==> config.mk <==
export PLATFORM = sky130hd
export DESIGN_NAME = signal_monitor_peak_sync
export DESIGN_NICKNAME = d
export VERILOG_FILES = /design/src/hdl/sigmon_pkg.sv /design/src/hdl/signal_monitor_peak_sync.sv
export VERILOG_INCLUDE_DIRS = /design/src /design/src/hdl
export SDC_FILE = /design/constraint.sdc
export NUM_CORES = 1
export LEC_CHECK = 0
export ABC_AREA = 1
export ABC_CLOCK_PERIOD_IN_PS = 7800
export BUFFER_PORTS_ARGS = -buffer_cell sky130_fd_sc_hd__buf_2
export CAP_MARGIN = 10
export CORE_ASPECT_RATIO = 1.5
export CORE_UTILIZATION = 50
export CTS_CLUSTER_SIZE = 40
export DETAILED_ROUTE_END_ITERATION = 6
export GPL_ROUTABILITY_DRIVEN = 0
export GPL_TIMING_DRIVEN = 0
export PLACE_DENSITY = 0.77
export SLEW_MARGIN = 10
export SYNTH_ARGS = -nofsm -noshare
export SYNTH_HDL_FRONTEND = slang
export SYNTH_SLANG_ARGS = --single-unit
==> constraint.sdc <==
create_clock -name aclk -period 7.8 [get_ports aclk]
set_input_delay 0.39 -clock aclk [delete_from_list [all_inputs] [get_ports aclk]]
set_output_delay 0.39 -clock aclk [all_outputs]
set_load 0.005 [all_outputs]
==> src/hdl/sigmon_consts.svh <==
// Register offsets, field positions, reset values for the signal monitor
`ifndef SIGMON_CONSTS_SVH
`define SIGMON_CONSTS_SVH
// Register indices; byte address is four times the index
`define IDX_SYNC_CTRL 12'h26F
`define IDX_MON_CTRL 12'h270
`define IDX_PERIOD0 12'h271
`define IDX_PERIOD1 12'h272
`define IDX_PERIOD2 12'h273
`define IDX_STAT_CTRL 12'h274
`define IDX_STATUS0 12'h275
`define IDX_STATUS1 12'h276
`define IDX_STATUS2 12'h277
`define IDX_FRAME_CNT 12'h278
`define IDX_SYSREF_CTRL 12'h280
// Field positions
`define SYNC_EN_BIT 0
`define SYNC_MODE_BIT 1
`define PEAK_EN_BIT 1
`define UPDATE_BIT 4
`define SYSREF_RX_EN_BIT 0
// Reset values
`define PERIOD0_RST 8'h80
`define SEL_RST 3'h1
`define SEL_PEAK 3'h1
`endif

==> src/hdl/sigmon_pkg.sv <==
// Types shared by the signal monitor design
package sigmon_pkg;
   typedef enum logic [1:0] {
      resp_okay = 2'b00,
      resp_slverr = 2'b10
   } resp_type;
   typedef enum logic [0:0] {
      sync_continuous = 1'b0,
      sync_next_edge = 1'b1
   } sync_mode_type;
endpackage

==> src/hdl/signal_monitor_peak_sync.sv <==
// Signal monitor with peak detector, period counter and SYSREF alignment
// What this block does
// - Measurement window length equals a 24-bit period from three byte fields.
// - Period low byte resets to 0x80, a 128-cycle window.
// - Mode bit 0 aligns on every SYSREF edge; 1 only the next edge.
// - In next-edge mode the enable bit clears after the edge is used.
// - Enable bit 0 gates all SYSREF alignment off.
// - No alignment while the SYSREF receiver is disabled.
// - Control bit 1 enables the peak detector; resets disabled.
// - Reserved control bits read zero and ignore writes.
// - An 8-bit frame counter increments at each period expiry not swallowed by an alignment in the same cycle.
// - Self-clearing update bit copies the current result into status registers when result select is 001, else zero.
// - Status result is 20 bits over three byte registers.
// - Result select 001, the reset value, routes the peak to readback.
`include "sigmon_consts.svh"
module signal_monitor_peak_sync #(
   parameter int SAMPLE_W = 14
) (
   // Clock and reset
   input wire logic aclk,
   input wire logic aresetn,
   // AXI4-Lite write address and data
   input wire logic [15:0] s_axi_awaddr,
   input wire logic s_axi_awvalid,
   output logic s_axi_awready,
   input wire logic [31:0] s_axi_wdata,
   input wire logic [3:0] s_axi_wstrb,
   input wire logic s_axi_wvalid,
   output logic s_axi_wready,
   // AXI4-Lite write response
   output logic [1:0] s_axi_bresp,
   output logic s_axi_bvalid,
   input wire logic s_axi_bready,
   // AXI4-Lite read
   input wire logic [15:0] s_axi_araddr,
   input wire logic s_axi_arvalid,
   output logic s_axi_arready,
   output logic [31:0] s_axi_rdata,
   output logic [1:0] s_axi_rresp,
   output logic s_axi_rvalid,
   input wire logic s_axi_rready,
   // Converter samples and timing input
   input wire logic signed [SAMPLE_W-1:0] sample,
   input wire logic sysref,
   // Status towards the framer
   output logic period_tick
);

   // Refuse sample widths that the 20-bit result cannot carry
   if (SAMPLE_W < 2 || SAMPLE_W > 20) begin : g_bad_width
      $error("SAMPLE_W must lie between 2 and 20");
   end

   // Control and status state
   logic sync_en_q;
   logic sync_mode_q;
   logic peak_en_q;
   logic [7:0] period0_q, period1_q, period2_q;
   logic [2:0] sel_q;
   logic sysref_rx_en_q;
   logic [23:0] cnt_q;
   logic [19:0] peak_q;
   logic [19:0] result_q;
   logic [19:0] status_q;
   logic [7:0] frame_q;
   logic sysref_q;

   // AXI handshake state
   logic [15:0] awaddr_q;
   logic aw_have_q, w_have_q;
   logic [31:0] wdata_q;
   logic [3:0] wstrb_q;

   // Address helpers; unmapped words answer an error code,
   // ignore writes and read as zero
   function automatic logic [11:0] word_index(input logic [15:0] a);
      return a[13:2];
   endfunction
   function automatic logic is_mapped(input logic [11:0] i);
      return (i >= `IDX_SYNC_CTRL && i <= `IDX_FRAME_CNT) || i == `IDX_SYSREF_CTRL;
   endfunction

   // Write path decode
   // A write fires once both halves are present and no answer is pending
   wire aw_take = s_axi_awvalid & s_axi_awready;
   wire w_take = s_axi_wvalid & s_axi_wready;
   wire aw_now = aw_have_q | aw_take;
   wire w_now = w_have_q | w_take;
   wire [15:0] wr_addr = aw_have_q ? awaddr_q : s_axi_awaddr;
   wire [31:0] wr_data = w_have_q ? wdata_q : s_axi_wdata;
   wire wr_lane0 = w_have_q ? wstrb_q[0] : s_axi_wstrb[0];
   wire wr_fire = aw_now & w_now & ~s_axi_bvalid;
   wire [11:0] wr_idx = word_index(wr_addr);
   wire wr_ok = wr_fire & is_mapped(wr_idx);
   wire wr_b = wr_ok & wr_lane0;
   wire [7:0] wb = wr_data[7:0];

   // Monitor timing
   // The most negative sample maps to 2^(W-1), which the unsigned magnitude holds
   wire [23:0] period = {period2_q, period1_q, period0_q};
   wire [23:0] period_m1 = period - 24'h000001;
   wire expire = (cnt_q >= period_m1);
   wire sysref_edge = sysref & ~sysref_q;
   wire align = sysref_edge & sync_en_q & sysref_rx_en_q;
   wire [SAMPLE_W-1:0] mag_raw = sample[SAMPLE_W-1] ? -sample : sample;
   wire [19:0] mag = 20'(mag_raw);
   wire [19:0] peak_next = (mag > peak_q) ? mag : peak_q;
   wire window_end = expire & ~align;
   wire next_edge_used = align && sync_mode_q == sigmon_pkg::sync_next_edge;
   wire sync_ctrl_wr = wr_b && wr_idx == `IDX_SYNC_CTRL;
   wire update_req = wr_b && wr_idx == `IDX_STAT_CTRL && wb[`UPDATE_BIT];
   wire [19:0] sel_result = (sel_q == `SEL_PEAK) ? result_q : 20'h00000;

   // Write address/data capture, either order
   // Each half is held here until its partner arrives
   always_ff @(posedge aclk) begin
      if (!aresetn) begin
         aw_have_q <= 1'b0;
         w_have_q <= 1'b0;
         awaddr_q <= 16'h0000;
         wdata_q <= 32'h00000000;
         wstrb_q <= 4'h0;
      end else begin
         if (wr_fire) begin
            aw_have_q <= 1'b0;
            w_have_q <= 1'b0;
         end else begin
            if (aw_take) begin
               aw_have_q <= 1'b1;
               awaddr_q <= s_axi_awaddr;
            end
            if (w_take) begin
               w_have_q <= 1'b1;
               wdata_q <= s_axi_wdata;
               wstrb_q <= s_axi_wstrb;
            end
         end
      end
   end

   // Ready while nothing held and no response pending
   // Readys are registered, so a request is first taken two edges after reset
   always_ff @(posedge aclk) begin
      if (!aresetn) begin
         s_axi_awready <= 1'b0;
         s_axi_wready <= 1'b0;
         s_axi_bvalid <= 1'b0;
         s_axi_bresp <= sigmon_pkg::resp_okay;
      end else begin
         s_axi_awready <= ~aw_now & ~s_axi_bvalid & ~wr_fire;
         s_axi_wready <= ~w_now & ~s_axi_bvalid & ~wr_fire;
         if (wr_fire) begin
            s_axi_bvalid <= 1'b1;
            s_axi_bresp <= is_mapped(wr_idx) ? sigmon_pkg::resp_okay : sigmon_pkg::resp_slverr;
         end else if (s_axi_bready) begin
            s_axi_bvalid <= 1'b0;
         end
      end
   end

   // Software-written fields; reserved bits are not stored
   // Period bytes take any value; odd periods are for software to avoid
   always_ff @(posedge aclk) begin
      if (!aresetn) begin
         sync_mode_q <= 1'b0;
         peak_en_q <= 1'b0;
         period0_q <= `PERIOD0_RST;
         period1_q <= 8'h00;
         period2_q <= 8'h00;
         sel_q <= `SEL_RST;
         sysref_rx_en_q <= 1'b0;
      end else if (wr_b) begin
         case (wr_idx)
            `IDX_SYNC_CTRL: sync_mode_q <= wb[`SYNC_MODE_BIT];
            `IDX_MON_CTRL: peak_en_q <= wb[`PEAK_EN_BIT];
            `IDX_PERIOD0: period0_q <= wb;
            `IDX_PERIOD1: period1_q <= wb;
            `IDX_PERIOD2: period2_q <= wb;
            `IDX_STAT_CTRL: sel_q <= wb[2:0];
            `IDX_SYSREF_CTRL: sysref_rx_en_q <= wb[`SYSREF_RX_EN_BIT];
            default: ;
         endcase
      end
   end

   // Sync enable; the hardware clear in next-edge mode wins over a software
   // write in the same cycle, so later edges stay ignored
   always_ff @(posedge aclk) begin
      if (!aresetn) begin
         sync_en_q <= 1'b0;
      end else if (next_edge_used) begin
         sync_en_q <= 1'b0;
      end else if (sync_ctrl_wr) begin
         sync_en_q <= wb[`SYNC_EN_BIT];
      end
   end

   // SYSREF edge detector; resets to the idle low level, so no false edge
   always_ff @(posedge aclk) begin
      if (!aresetn) begin
         sysref_q <= 1'b0;
      end else begin
         sysref_q <= sysref;
      end
   end

   // Period counter runs 0 to period-1; alignment restarts it next cycle
   always_ff @(posedge aclk) begin
      if (!aresetn) begin
         cnt_q <= 24'h000000;
      end else if (align || expire) begin
         cnt_q <= 24'h000000;
      end else begin
         cnt_q <= cnt_q + 24'h000001;
      end
   end

   // Tick and frame counter; an expiry swallowed by an alignment counts neither
   always_ff @(posedge aclk) begin
      if (!aresetn) begin
         frame_q <= 8'h00;
         period_tick <= 1'b0;
      end else begin
         period_tick <= window_end;
         if (window_end) begin
            frame_q <= frame_q + 8'h01;
         end
      end
   end

   // Running peak; cleared at every boundary so each window stands alone
   always_ff @(posedge aclk) begin
      if (!aresetn) begin
         peak_q <= 20'h00000;
      end else if (align || expire) begin
         peak_q <= 20'h00000;
      end else if (peak_en_q && mag > peak_q) begin
         peak_q <= mag;
      end
   end

   // Completed window result; a disabled detector reports zero
   always_ff @(posedge aclk) begin
      if (!aresetn) begin
         result_q <= 20'h00000;
      end else if (window_end) begin
         result_q <= peak_en_q ? peak_next : 20'h00000;
      end
   end

   // Status snapshot on software request
   always_ff @(posedge aclk) begin
      if (!aresetn) begin
         status_q <= 20'h00000;
      end else if (update_req) begin
         status_q <= sel_result;
      end
   end

   // Read decode; update bit always reads zero since it self-clears
   wire [11:0] rd_idx = word_index(s_axi_araddr);
   logic [7:0] rd_byte;
   always_comb begin
      case (rd_idx)
         `IDX_SYNC_CTRL: rd_byte = {6'h00, sync_mode_q, sync_en_q};
         `IDX_MON_CTRL: rd_byte = {6'h00, peak_en_q, 1'b0};
         `IDX_PERIOD0: rd_byte = period0_q;
         `IDX_PERIOD1: rd_byte = period1_q;
         `IDX_PERIOD2: rd_byte = period2_q;
         `IDX_STAT_CTRL: rd_byte = {5'h00, sel_q};
         `IDX_STATUS0: rd_byte = status_q[7:0];
         `IDX_STATUS1: rd_byte = status_q[15:8];
         `IDX_STATUS2: rd_byte = {4'h0, status_q[19:16]};
         `IDX_FRAME_CNT: rd_byte = frame_q;
         `IDX_SYSREF_CTRL: rd_byte = {7'h00, sysref_rx_en_q};
         default: rd_byte = 8'h00;
      endcase
   end

   // Read channel: one-cycle answer after address accepted
   // Decoded at the handshake edge, so araddr need not stand any longer
   always_ff @(posedge aclk) begin
      if (!aresetn) begin
         s_axi_arready <= 1'b0;
         s_axi_rvalid <= 1'b0;
         s_axi_rdata <= 32'h00000000;
         s_axi_rresp <= sigmon_pkg::resp_okay;
      end else begin
         s_axi_arready <= ~s_axi_rvalid & ~(s_axi_arvalid & s_axi_arready);
         if (s_axi_arvalid && s_axi_arready) begin
            s_axi_rvalid <= 1'b1;
            s_axi_rdata <= {24'h000000, rd_byte};
            s_axi_rresp <= is_mapped(rd_idx) ? sigmon_pkg::resp_okay : sigmon_pkg::resp_slverr;
         end else if (s_axi_rready) begin
            s_axi_rvalid <= 1'b0;
         end
      end
   end

endmodule // signal_monitor_peak_sync

# [Word-level counts from Yosys, hierarchy flattened]
# Index checks and enable logic that the tools add are counted.
[classes] muxes=14 add_sub_neg=4 n_bitwise=27 reduce_logical=25 eq_ne=19 order_cmp=6
[ops] cell="12-bit by 10-bit == test with 1-bit output, second input constant" count=18
[ops] cell="8-bit case mux with 11 select lines" count=1
[ops] cell="14-bit 2-to-1 mux" count=4
[ops] cell="24-bit by 1-bit adder with 24-bit output, second input constant" count=1
[ops] cell="12-bit by 10-bit >= comparator with 1-bit output, second input constant" count=2
[ops] cell="24-bit >= comparator" count=1
[ops] cell="12-bit by 10-bit less-or-equal comparator with 1-bit output, second input constant" count=2
[ops] cell="24-bit by 1-bit subtractor with 24-bit output, second input constant" count=1
[ops] cell="20-bit 2-to-1 mux" count=1
[ops] cell="2-bit AND reduction" count=9
[ops] cell="1-bit bitwise AND" count=16
[ops] cell="14-bit > comparator" count=1
[ops] cell="14-bit negation" count=1
[ops] cell="1-bit inverter" count=9
[ops] cell="8-bit by 1-bit adder with 8-bit output, second input constant" count=1
[ops] cell="1-bit logical AND" count=8
[ops] cell="8-bit 2-to-1 mux" count=1
[ops] cell="2-bit OR reduction" count=3
[ops] cell="1-bit 2-to-1 mux" count=5
[ops] cell="2-bit 2-to-1 mux" count=2
[ops] cell="2-bit nonzero test" count=2
[ops] cell="3-bit by 1-bit == test with 1-bit output, second input constant" count=1
[ops] cell="1-bit logical OR" count=3
[ops] cell="1-bit OR" count=2
[totals] reg_bits=161 input_bits=90 elab_cells=123

# [Longest topological paths before layout]
# Gate-level depths: netlist of run 1.
[logic_depth] depth_word=8 ltp_mapped=24

# [Worst setup path before layout of run 1]
# Ideal clock, no wire load.
[synth_path] path_type="flip-flop to flip-flop" start="register period0_q[0]" end="register frame_q[1]" arrival_time_ps=3277 stages_incl_launch_ff=22 t_required_ps=7686 slack_ps=4409 setup_time_ps=114 path_buffers=1 path_cell_list="dfxtp_1 > inv_1 > ha_1 > nand2_1 > nor3_1 > nand4_1 > nor2_1 > nand3_1 > nor3_1 > xor2_1 > inv_1 > ha_1 > nand2_1 > inv_1 > nand4_1 > nor3b_1 > nand2_1 > nand3_1 > nand2_1 > clkbuf_1 > o21bai_1 > nor2_1"
[synth_via] elab_chain_cells=3
[synth_rtl] item="start: declaration" line="signal_monitor_peak_sync.sv:58" source="logic [7:0] period0_q, period1_q, period2_q;"
[synth_rtl] item="start signal: assignment" line="signal_monitor_peak_sync.sv:167" source="period0_q <= `PERIOD0_RST;"
[synth_rtl] item="start signal: assignment" line="signal_monitor_peak_sync.sv:176" source="`IDX_PERIOD0: period0_q <= wb;"
[synth_rtl] item="24-bit by 1-bit subtractor with 24-bit output" line="signal_monitor_peak_sync.sv:101" source="wire [23:0] period_m1 = period - 24'h000001;"
[synth_rtl] item="24-bit >= comparator" line="signal_monitor_peak_sync.sv:102" source="wire expire = (cnt_q >= period_m1);"
[synth_rtl] item="1-bit bitwise AND" line="signal_monitor_peak_sync.sv:108" source="wire window_end = expire & ~align;"
[synth_rtl] item="end signal: assignment" line="signal_monitor_peak_sync.sv:226" source="frame_q <= frame_q + 8'h01;"
[synth_rtl] item="end: declaration" line="signal_monitor_peak_sync.sv:65" source="logic [7:0] frame_q;"
# Every way passes these cells.
# A chain may end at the register's enable or synchronous reset.

# [Worst setup path after layout of run 1]
[layout_path] start="register period0_q[0]" end="register cnt_q[21]"
[layout_via] elab_chain_cells=4
[layout_rtl] item="24-bit by 1-bit subtractor with 24-bit output" line="signal_monitor_peak_sync.sv:101"
[layout_rtl] item="24-bit >= comparator" line="signal_monitor_peak_sync.sv:102"
[layout_rtl] item="1-bit logical OR" line="signal_monitor_peak_sync.sv:211" source="end else if (align || expire) begin"
[layout_rtl] item="2-bit OR reduction (no line)"
[layout_rtl] item="end signal: assignment" line="signal_monitor_peak_sync.sv:214" source="cnt_q <= cnt_q + 24'h000001;"
[layout_rtl] item="end: declaration" line="signal_monitor_peak_sync.sv:61" source="logic [23:0] cnt_q;"
# Every way passes these cells.

==> summary.md, run 1 <==
| Metric | Value |
|---|---|
| Most common cell in the synthesized netlist | `nand2_1` |
| Clock sink total | `around 150` |
| CP startpoint | `period0_q[0]` |
| Main synth FF type | `dfxtp_1` |
| Commonest cells post-synth | `nand2_1 (270), inv_1 (186), nor2_1 (170)` |
| Vias in the first global route | `between 8000 and 9000` |
| CP max FO | `10` |
| Die Ht | `between 150 and 200 µm` |
| Routing usage on met2 | `about half` |
| CP required | `a little over 8 ns` |
| H-Tree Depth | `4` |
| Die area | `~0.018 mm²` |
| Share of layout cells above drive strength 1 | `11.3%` |
| Synth top area share | `between 30% and 40%` |
| Slew Limit Headroom | `between 20 and 30%` |
| FF-to-FF Start | `period0_q[0]` |
| Worst hold path class | `in2reg` |
| Vias post-DR | `~8300` |
| Setup tns final | `0 ns` |
| Max-slew violation count | `0` |
| Post-Synth Adder-Cell Area | `under 10%` |
| RSZ-0062 raised after global routing | `false` |
| Core Region | `between 0.015 and 0.02 mm²` |
| Status | `completed` |
| Xor and xnor area share after synthesis | `under 10%` |
| Fin crit period | `4.70 ns` |
| Core Util, Final | `about three fifths` |
| Syn Std Cell Area | `between 0.008 and 0.009 mm²` |
| Final Hold Viols | `0` |
| Tot Pwr | `1.83 mW` |
| Count of warnings emitted by yosys | `0` |
| Critical path type | `reg2reg` |
| Synth area leaders | `dfxtp_1 (34%), nand2_1 (12%), inv_1 (8.1%)` |
| Fraction of the mapped netlist area in simple logic gates | `slightly below 30%` |
| M3 GR Usage | `about 5.2%` |
| Largest family of logic cells by synthesized area | `simple AND/OR/NAND/NOR gates` |
| Max VDD drop | `0.136 mV` |
| Cell count after synthesis | `between 1000 and 1500` |
| Worst setup EP type | `flip-flop` |
| Post-Syn Area per Cell | `around 6.7 µm²` |
| Vias per Instance | `between 5 and 6` |
| R2R Path End | `cnt_q[21]` |
| Worst reg2reg path depth | `21` |
| Post-route setup slack | `just over 3 ns` |
| CTS tree | `done` |
| Routed WL | `21600 µm` |
| Worst-Skew Late Latency | `between 0.4 and 0.5 ns` |
| Footprint of the multi-input gates | `roughly 0.0047 mm²` |
| Reg2reg setup slack | `around 3.1 ns` |
| Grt ovf | `0` |
| Worst-Margin Slew | `between 1 and 1.5 ns` |
| Number of synthesized flops with an enable pin | `0` |
| Antenna Cells | `0` |
| Post-CTS resize count | `0` |
| Longest Clk Path Bufs | `2` |
| Final period utilization | `60.2%` |
| Pleak | `between 4 and 5 nW` |
| Initial core utilization | `51.2%` |
| Worst setup path end | `cnt_q[21]` |
| Final setup vio count | `0` |
| Starting DRT DRC Count | `around 410` |
| Site Rows | `a little under 60` |
| DRC | `0` |
| CP Launch Type | `flip-flop` |
| Pre-antenna DRT Iters | `5` |
| FF+latch area | `between 0.002 and 0.003 mm²` |
| Ys async rst share | `0%` |
| Grt peak-use layer | `met2` |
| CTS clock-pin slew for the worst setup and hold paths | `approximately 0.06 ns` |
| IO buf count | `70` |
| Netlist cell types | `49` |
| WP data arrival | `about 5 ns` |
| Multiplexer share of the synthesized area | `0%` |
| Pre-CTS setup slack | `about 3.1 ns` |
| Cts bufs inserted | `17` |
| First-pass GRT wire length | `roughly 36000 µm` |
| Nets | `roughly 1500` |
| Drt wl/cell | `approximately 13 µm` |
| Seq cells post-synth | `between 100 and 150` |
| Register area share after synthesis | `33.7%` |
| Met1 GRT Util | `25.4%` |
| Worst clock skew | `around 0.0085 ns` |
| Compound-Gate Fraction of Synth Area | `14.5%` |
| Die width | `about 110 µm` |
| Pin count of the biggest net entering global routing | `17` |
| Maximum clock rate | `between 200 and 250 MHz` |
| Leading area contributor after synthesis | `dfxtp_1` |
| Area Overhead vs Synth | `15.7%` |
| Root Buffer | `clkbuf_16` |
| Hold_buf cts | `0` |
| # IOs | `132` |
| Power Dens Cells | `around 180 mW/mm²` |
| Hpwl dp | `approximately 17000 µm` |
| GRT Overall Usage | `25.9%` |
| Setup Fix Bufs, Post-CTS | `0` |
| Initial antenna violation count | `0` |
| Fillers | `~1600` |
| Maxcap violations | `0` |
| Post-route ant nets | `0` |
cell type report:
cell class              count  share of cell area (%)
repair buffers             70                    3.52
clock inverters            10                    1.83
multi-input cells         923                    47.5
inverters                 193                    7.30
plain buffers              57                    3.49
clock buffers              21                    4.62
flip-flops and latches    145                    29.1
well taps                 210                    2.64
stage by stage:
stage	area (µm²)	cells	hold slack [ns]
after floorplan	8710	1318	0.424
after global routing	9960	1629	0.202
after CTS	9960	1629	0.188
after global placement	9320	1598	0.431
final	9960	1629	0.202
after detailed placement	9320	1598	0.434
critical path, stage by stage, from the launching register on:
cell and delay [ns]:
dfxtp_1 0.30, inv_1 0.18, ha_1 0.22, nand2_1 0.09
nor3_1 0.28, nand4_1 0.20, nor2_1 0.34, nand3_1 0.19
nor3_1 0.21, xor2_1 0.17, inv_1 0.06, ha_1 0.26
nand2_1 0.06, inv_1 0.07, nand4_1 0.14, nor3b_1 0.20
nand2_1 0.07, nand3_1 0.36, nor2_1 0.24, inv_2 0.20
clkbuf_1 0.61, nor2_1 0.10
power breakdown:
part	switching, mW	total (mW)	internal [mW]
registers	0.00810	0.765	0.757
clock network	0.312	0.894	0.581
logic	0.113	0.176	0.0621
kinds of logic after synthesis:
logic type / Yosys count
buf+inv: 250
other cells: 1
simple gates: 583
fa+ha+maj: 42
flops: 145
compound gates: 230
xor+xnor: 42
state kept, by name, indices dropped and copies added, names as in the netlist, 3 cells and up:
| register | count |
|---|---|
| period0_q | 8 |
| result_q | 14 |
| peak_q | 14 |
| period2_q | 8 |
| wdata_q | 8 |
| awaddr_q | 12 |
| period1_q | 8 |
| status_q | 14 |
| sel_q | 3 |
| s_axi_rdata | 8 |
| frame_q | 8 |
| cnt_q | 24 |
per-layer routing:
| layer | part of all wire, % | vias to the layer above |
|---|---|---|
| met5 | 0 | - |
| met4 | 4.3 | 0 |
| met3 | 3.9 | 58 |
| met2 | 53 | 192 |
| met1 | 39 | 3727 |
| li1 | - | 4350 |
worst min path at each step:
| stage | from | endpoint | slack (ns) | depth (start not counted) |
|---|---|---|---|---|
| floorplan | awaddr_q[2] | awaddr_q[2] | 0.42 | 2 |
| global placement | s_axi_rvalid | s_axi_arready | 0.43 | 1 |
| detailed placement | s_axi_rdata[3] | s_axi_rdata[3] | 0.43 | 2 |
| CTS | sysref | sysref_q | 0.19 | 3 |
| global route | sysref | sysref_q | 0.20 | 3 |
| finish | sysref | sysref_q | 0.20 | 3 |
layout by cell type, fill, tap and decap left out, types with 25 or more instances in the layout:
cell / n
nand4_1: 25
inv_1: 186
nor3_1: 36
nor2_1: 170
ha_1: 42
nand2_1: 270
buf_4: 26
conb_1: 26
dfxtp_1: 145
a21oi_1: 92
xor2_1: 36
buf_2: 75
o21ai_0: 97
nand3_1: 50
(Power assumes the default switching activity.)
==> run 2, diff against run 1 <==
--- a/config.mk
+++ b/config.mk
@@ -7,7 +7,7 @@
 export NUM_CORES = 1
 export LEC_CHECK = 0
 export ABC_AREA = 1
-export ABC_CLOCK_PERIOD_IN_PS = 7800
+export ABC_CLOCK_PERIOD_IN_PS = 4700
 export BUFFER_PORTS_ARGS = -buffer_cell sky130_fd_sc_hd__buf_2
 export CAP_MARGIN = 10
 export CORE_ASPECT_RATIO = 1.5
==> constraint.sdc (replaced) <==
create_clock -name aclk -period 4.7 [get_ports aclk]
set_input_delay 0.235 -clock aclk [delete_from_list [all_inputs] [get_ports aclk]]
set_output_delay 0.235 -clock aclk [all_outputs]
set_load 0.005 [all_outputs]
==> run 2 against run 1 <==
The flow now finishes with violations (design-rule violations); largest cell class unchanged; clock power grew 66%; cell count did not move; critical endpoint is now cnt_q[9]; sequential share of layout area is essentially flat; clock skew barely moved; flip-flop and latch count did not move.
==> summary.md, run 2 (synthesis results as in run 1) <==
| Metric | Value |
|---|---|
| DP Cell Count | `1598` |
| Clock sink total | `around 150` |
| Die width | `approximately 110 µm` |
| Final setup vio count | `0` |
| Initial core utilization | `between 50 and 60%` |
| Power Dens Cells | `about 300 mW/mm²` |
| Area Overhead vs Synth | `15.8%` |
| FF+latch area | `between 0.002 and 0.003 mm²` |
| Part of the power in combinational logic | `about a tenth` |
| Sequential Power Share | `41.7%` |
| Nets | `approximately 1500` |
| Worst path slowest cell | `nor2_2` |
| Biggest register | `cnt_q` |
| Post-route ant nets | `0` |
| Slowest stage delay, CP | `0.36 ns` |
| Power share of the clock group | `~49%` |
| Fillers | `about 1600` |
| First-pass GRT wire length | `roughly 36000 µm` |
| Maximum clock rate | `~240 MHz` |
| CTS tree | `done` |
| Die Ht | `around 160 µm` |
| H-Tree Depth | `4` |
| Slew Limit Headroom | `between 30% and 40%` |
| Final period utilization | `between 90% and 100%` |
| P_sw | `slightly above 700 µW` |
| Violated checks | `design-rule violations` |
| Routed WL | `roughly 22000 µm` |
| Footprint of the multi-input gates | `roughly 0.0047 mm²` |
| DRC | `2` |
| IO buf count | `70` |
| Site Rows | `58` |
| Initial antenna violation count | `0` |
| Antenna Cells | `0` |
| Worst setup EP type | `flip-flop` |
| WP data arrival | `4.61 ns` |
| Max reg flops | `24` |
| Net Sw Frac | `23.7%` |
| Status | `finished, violations left` |
| Core Region | `roughly 0.017 mm²` |
| Starting DRT DRC Count | `447` |
| # IOs | `approximately 130` |
| Internal power | `about 2.3 mW` |
| Tot Pwr | `roughly 3.0 mW` |
| Worst hold slack | `0.0535 ns` |
| Longest Clk Path Bufs | `2` |
| Critical path type | `reg2reg` |
| GRT Overall Usage | `25.9%` |
| Fin crit period | `4.25 ns` |
| CP required | `around 5.1 ns` |
| Grt ovf | `0` |
| Setup tns final | `0 ns` |
| Root Buffer | `clkbuf_16` |
| Leading cell type in the layout, fill and taps excluded | `nand2_1` |
| Worst clock skew | `between 0.008 and 0.009 ns` |
| Layout Cells excl Fill | `around 1600` |
| Vias per Instance | `5.13` |
| Die area | `about 0.018 mm²` |
| Hpwl dp | `~17000 µm` |
| Worst-Skew Late Latency | `between 0.4 and 0.5 ns` |
| Worst hold path class | `in2reg` |
| Maxcap violations | `0` |
| Fin area | `approximately 0.01 mm²` |
| Critical path, cell by cell | `inv_1 > ha_1 > nand2_1 > nor3_1 > nand4_1 > nor2_1 > nand3_1 > nor3_1 > xor2_1 > inv_1 > ha_1 > nand2_1 > o21ai_0 > a41oi_1 > nand3_2 > nor2_2 > inv_2 > clkbuf_2 > a21oi_1` |
| Max VDD drop | `around 0.22 mV` |
| Share of layout cells above drive strength 1 | `a little under an eighth` |
| Most frequent cells in the layout | `nand2_1 (269), inv_1 (186), nor2_1 (169), dfxtp_1 (145), o21ai_0 (97)` |
| Vias post-DR | `around 8400` |
| Hold_buf cts | `0` |
| Pre-antenna DRT Iters | `7` |
| Drt wl/cell | `about 13 µm` |
| Worst-Margin Slew | `1.02 ns` |
| Pin count of the biggest net entering global routing | `17` |
| Vias in the first global route | `slightly above 8000` |
| Pleak | `4.84 nW` |
| CP max FO | `10` |
| Max-slew violation count | `0` |
| Cts bufs inserted | `17` |
| CTS clock-pin slew for the worst setup and hold paths | `around 0.060 ns` |
| Cell Area, Placed | `slightly above 0.009 mm²` |
| Final Hold Viols | `0` |
| CP Launch Type | `flip-flop` |
## run 2: cell types whose count changed in the layout (fill, tap and decap cells not counted)
cell | previous run | this run
nor2_2 | 1 | 2
nand2_2 | 7 | 8
nand3_2 | 2 | 3
nand2_1 | 270 | 269
clkbuf_1 | 22 | 20
nor2_1 | 170 | 169
nand3_1 | 50 | 49
clkbuf_2 | 0 | 2
## run 2: power groups by stage
stage | clock network [mW] | logic [mW] | registers [mW]
final | 1.48 | 0.292 | 1.27
after global placement | 0 | 0.283 | 1.29
after CTS | 1.50 | 0.291 | 1.27
after detailed placement | 0 | 0.289 | 1.30
after global routing | 1.55 | 0.333 | 1.27
after floorplan | 0 | 0.197 | 1.29
## run 2: metal layers
layer | vias up | GRT usage, % | part of all wire, %
li1 | 4348 | - | -
met1 | 3743 | 25.4 | 39
met2 | 211 | 48.9 | 53
met3 | 56 | 5.16 | 4.0
met4 | 0 | 14.8 | 3.9
met5 | - | 0 | 0
## run 2: path summary, 6_finish.rpt
check	from	to	slack, ns	cells past startpoint
worst min-delay path	sysref	sysref_q	0.05	3
worst min register to register	awaddr_q[10]	awaddr_q[10]	0.46	2
worst max register to register	period0_q[0]	cnt_q[9]	0.45	19
worst max-delay path	period0_q[0]	cnt_q[9]	0.45	19
## run 2: critical path: cells and delay by family, from the launching register on
| kind | cells | cell delay [ns] |
|---|---|---|
| adder cells (fa/ha/maj) | 2 | 0.48 |
| buffers and inverters | 4 | 0.68 |
| AO/OA/AOI/OAI | 3 | 0.48 |
| AND/OR/NAND/NOR | 9 | 2.05 |
| flip-flops | 1 | 0.30 |
| XOR/XNOR | 1 | 0.17 |
## run 2: repair_timing
item	CTS	global route
setup buffers	0	0
setup endpoints to repair	1	53
gates resized for setup	1	5
endpoints found under the hold margin	0	0
cloned	0	0
## run 2: per-stage QoR
stage	setup slack, ns	util (%)
CTS	0.168	59.2
finish	0.449	59.3
detailed placement	-0.000999	55.4
global placement	0.0697	55.4
global route	-0.0162	59.3
floorplan	1.31	-
## run 2: layout make-up
cell class / count / share of cell area [%]
clock buffers: 21 / 4.62
repair buffers: 70 / 3.51
flip-flops and latches: 145 / 29.1
multi-input cells: 923 / 47.5
clock inverters: 10 / 1.83
plain buffers: 57 / 3.51
well taps: 210 / 2.63
inverters: 193 / 7.29
==> run 3, diff against run 2 <==
--- a/config.mk
+++ b/config.mk
@@ -6,7 +6,7 @@
 export SDC_FILE = /design/constraint.sdc
 export NUM_CORES = 1
 export LEC_CHECK = 0
-export ABC_AREA = 1
+export ABC_AREA = 0
 export ABC_CLOCK_PERIOD_IN_PS = 4700
 export BUFFER_PORTS_ARGS = -buffer_cell sky130_fd_sc_hd__buf_2
 export CAP_MARGIN = 10
==> run 3 against run 2 <==
Sequential share of layout area grew 2.1 points; clock power shrank 14%; the run now ends clean; synthesized area shrank 6.6%; clock-buffer cell count shrank 3; setup slack lost 0.25 ns; design area shrank 6.7%; clock skew grew 0.0019 ns; flip-flop and latch count is the same; non-clock buffer count grew 11; highest routed layer unchanged; core utilization grew 0.051 points; combinational power shrank 5%; critical endpoint is now cnt_q[14]; cell count shrank 21%.
==> summary.md, run 3 <==
| Metric | Value |
|---|---|
| Status | `completed` |
| Max-slew violation count | `0` |
| Clock sink total | `between 100 and 150` |
| Post-route ant nets | `0` |
| Max Used Layer | `met4` |
| Die area | `about 0.017 mm²` |
| Synth area leaders | `dfxtp_1 (36%), mux2i_1 (7.0%), ha_1 (6.5%)` |
| Synth top area share | `36.1%` |
| Most frequent cells in the layout | `dfxtp_1 (145), nand2_1 (122), nor2_1 (105), buf_2 (72), mux2i_1 (56)` |
| Max VDD drop | `around 0.18 mV` |
| Grt ovf | `0` |
| Final period utilization | `95.8%` |
| RSZ-0062 raised after global routing | `true` |
| Vias post-DR | `7171` |
| Met1 wire length | `around 7400 µm` |
| First-pass GRT wire length | `roughly 32000 µm` |
| Slew Limit Headroom | `44.7%` |
| Pre-antenna DRT Iters | `5` |
| Met2 wire len | `between 10000 and 15000 µm` |
| CP required | `between 4 and 5 ns` |
| Initial core utilization | `around half` |
| Count of warnings emitted by yosys | `0` |
| Hpwl dp | `roughly 15000 µm` |
| Drt wl/cell | `approximately 15 µm` |
| CTS tree | `done` |
| Site Rows | `56` |
| GRT Overall Usage | `24.4%` |
| Area Overhead vs Synth | `15.7%` |
| Cts bufs inserted | `17` |
| Routed WL | `19800 µm` |
| Final Hold Viols | `0` |
| Worst hold slack | `roughly 0.066 ns` |
| Main synth FF type | `dfxtp_1` |
| Met3 WL | `between 600 and 700 µm` |
| Maxcap violations | `0` |
| Syn Std Cell Area | `between 0.008 and 0.009 mm²` |
| Register area share after synthesis | `between 30 and 40%` |
| Pleak | `around 3.7 nW` |
| Biggest register | `cnt_q` |
| Ys async rst share | `0%` |
| CTS clock-pin slew for the worst setup and hold paths | `approximately 0.060 ns` |
| Nets | `between 1000 and 1500` |
| Final setup vio count | `0` |
| Vias per Instance | `5.60` |
| Worst setup EP type | `flip-flop` |
| H-Tree Depth | `4` |
| Die width | `around 110 µm` |
| Worst-Margin Slew | `roughly 0.82 ns` |
| Most common cell in the synthesized netlist | `dfxtp_1` |
| Power Dens Cells | `~300 mW/mm²` |
| Starting DRT DRC Count | `311` |
| DRC | `0` |
| CP max FO | `10` |
| Initial antenna violation count | `0` |
| WP data arrival | `4.79 ns` |
| Worst clock skew | `0.0106 ns` |
| # IOs | `between 100 and 150` |
| Share of layout cells above drive strength 1 | `14.9%` |
| IO buf count | `68` |
| Cell count after synthesis | `roughly 950` |
| Leading cell type in the layout, fill and taps excluded | `dfxtp_1` |
| Longest Clk Path Bufs | `2` |
| Pin count of the biggest net entering global routing | `17` |
| Max reg flops | `24` |
| Core Region | `roughly 0.016 mm²` |
| Fin crit period | `4.50 ns` |
| Critical path type | `reg2reg` |
| Worst-Skew Late Latency | `roughly 0.42 ns` |
| Vias in the first global route | `about 7000` |
| Number of synthesized flops with an enable pin | `0` |
| Seq cells post-synth | `approximately 150` |
| CP Launch Type | `flip-flop` |
| Root Buffer | `clkbuf_16` |
| Maximum clock rate | `approximately 220 MHz` |
| Antenna Cells | `0` |
| Die Ht | `about 160 µm` |
| Hold_buf cts | `0` |
| Leading area contributor after synthesis | `dfxtp_1` |
| Post-Syn Area per Cell | `approximately 8.5 µm²` |
| Netlist cell types | `67` |
| Tot Pwr | `2.83 mW` |
| Commonest cells post-synth | `dfxtp_1 (145), nand2_1 (122), nor2_1 (105)` |
| Worst hold path class | `in2reg` |
==> run 3: cell types whose count changed in the layout (fill, tap and decap cells not counted), moves of 13 or more <==
cell / before / now
xor2_1: 36 / 19
inv_1: 186 / 29
nor3_1: 36 / 20
o21ai_0: 97 / 50
or3_1: 0 / 13
a32o_1: 1 / 14
a211oi_1: 0 / 20
nor2_1: 169 / 105
nand3_1: 49 / 32
nand4_1: 25 / 6
nand2_1: 269 / 122
mux2i_1: 0 / 56
a21oi_1: 92 / 37
xnor2_1: 6 / 37
==> run 3: repair_timing <==
item	in CTS	in global routing
setup endpoints to repair	3	51
buffers inserted	0	0
pin swaps	0	0
endpoints found under the hold margin	0	0
resized for setup	2	5
==> run 3: layer usage <==
| metal | vias up | track usage (%) |
|---|---|---|
| li1 | 3572 | - |
| met1 | 3336 | 23.1 |
| met2 | 192 | 49.1 |
| met3 | 71 | 3.77 |
| met4 | 0 | 14.0 |
| met5 | - | 0 |
==> run 3: cell families after synthesis <==
kind of cell	Yosys count	share of synthesized area [%]
XOR/XNOR	56	6.09
adder cells (fa/ha/maj)	42	6.53
buffers and inverters	100	6.34
AO/OA/AOI/OAI	173	14.3
multiplexers	67	8.50
other	1	0.0466
flip-flops	145	36.1
AND/OR/NAND/NOR	368	22.1
==> run 3: metrics by stage <==
step | setup WS, ns | setup TNS [ns] | util, % | cell area (µm²) | cells
5_1_grt | -0.0884 | -1.47 | 59.3 | 9310 | 1280
3_5_place_dp | 0.0245 | 0 | 55.7 | 8740 | 1248
6_report | 0.200 | 0 | 59.3 | 9310 | 1280
2_1_floorplan | 0.970 | 0 | - | 8140 | 977
3_3_place_gp | 0.100 | 0 | 55.7 | 8740 | 1248
4_1_cts | 0.129 | 0 | 59.2 | 9300 | 1280
==> run 3: worst paths after layout <==
path,from,endpoint,slack (ns),cells after the start
setup / recovery,period0_q[3],cnt_q[14],0.20,16
setup reg to reg,period0_q[3],cnt_q[14],0.20,16
hold reg to reg,s_axi_rvalid,s_axi_arready,0.44,1
hold / removal,s_axi_wdata[0],wdata_q[0],0.07,3
==> run 3: final cells by class <==
cell class | count | area, µm²
plain buffers | 70 | 402
clock buffers | 18 | 429
clock inverters | 14 | 133
fillers | 1473 | 6390
inverters | 30 | 113
multi-input cells | 732 | 4730
flip-flops and latches | 145 | 2900
well taps | 203 | 254
repair buffers | 68 | 340
==> run 3: critical path: stages (launching register included) <==
cell	delay, ns
dfxtp_1	0.31
clkbuf_1	0.20
or4_1	0.65
nor4_2	0.43
nand2_1	0.24
nor4_1	0.35
xnor2_1	0.11
ha_1	0.30
nand4_1	0.13
nor3_1	0.37
a21oi_1	0.11
o211ai_1	0.18
nor2_1	0.08
nand3_1	0.11
clkbuf_2	0.30
buf_1	0.41
nor2_1	0.09
==> run 3: power by group <==
| group | switching [mW] | internal, mW | leakage, nW |
|---|---|---|---|
| Combinational | 0.166 | 0.112 | 2.27 |
| Clock | 0.550 | 0.735 | 0.261 |
| Sequential | 0.0150 | 1.25 | 1.17 |
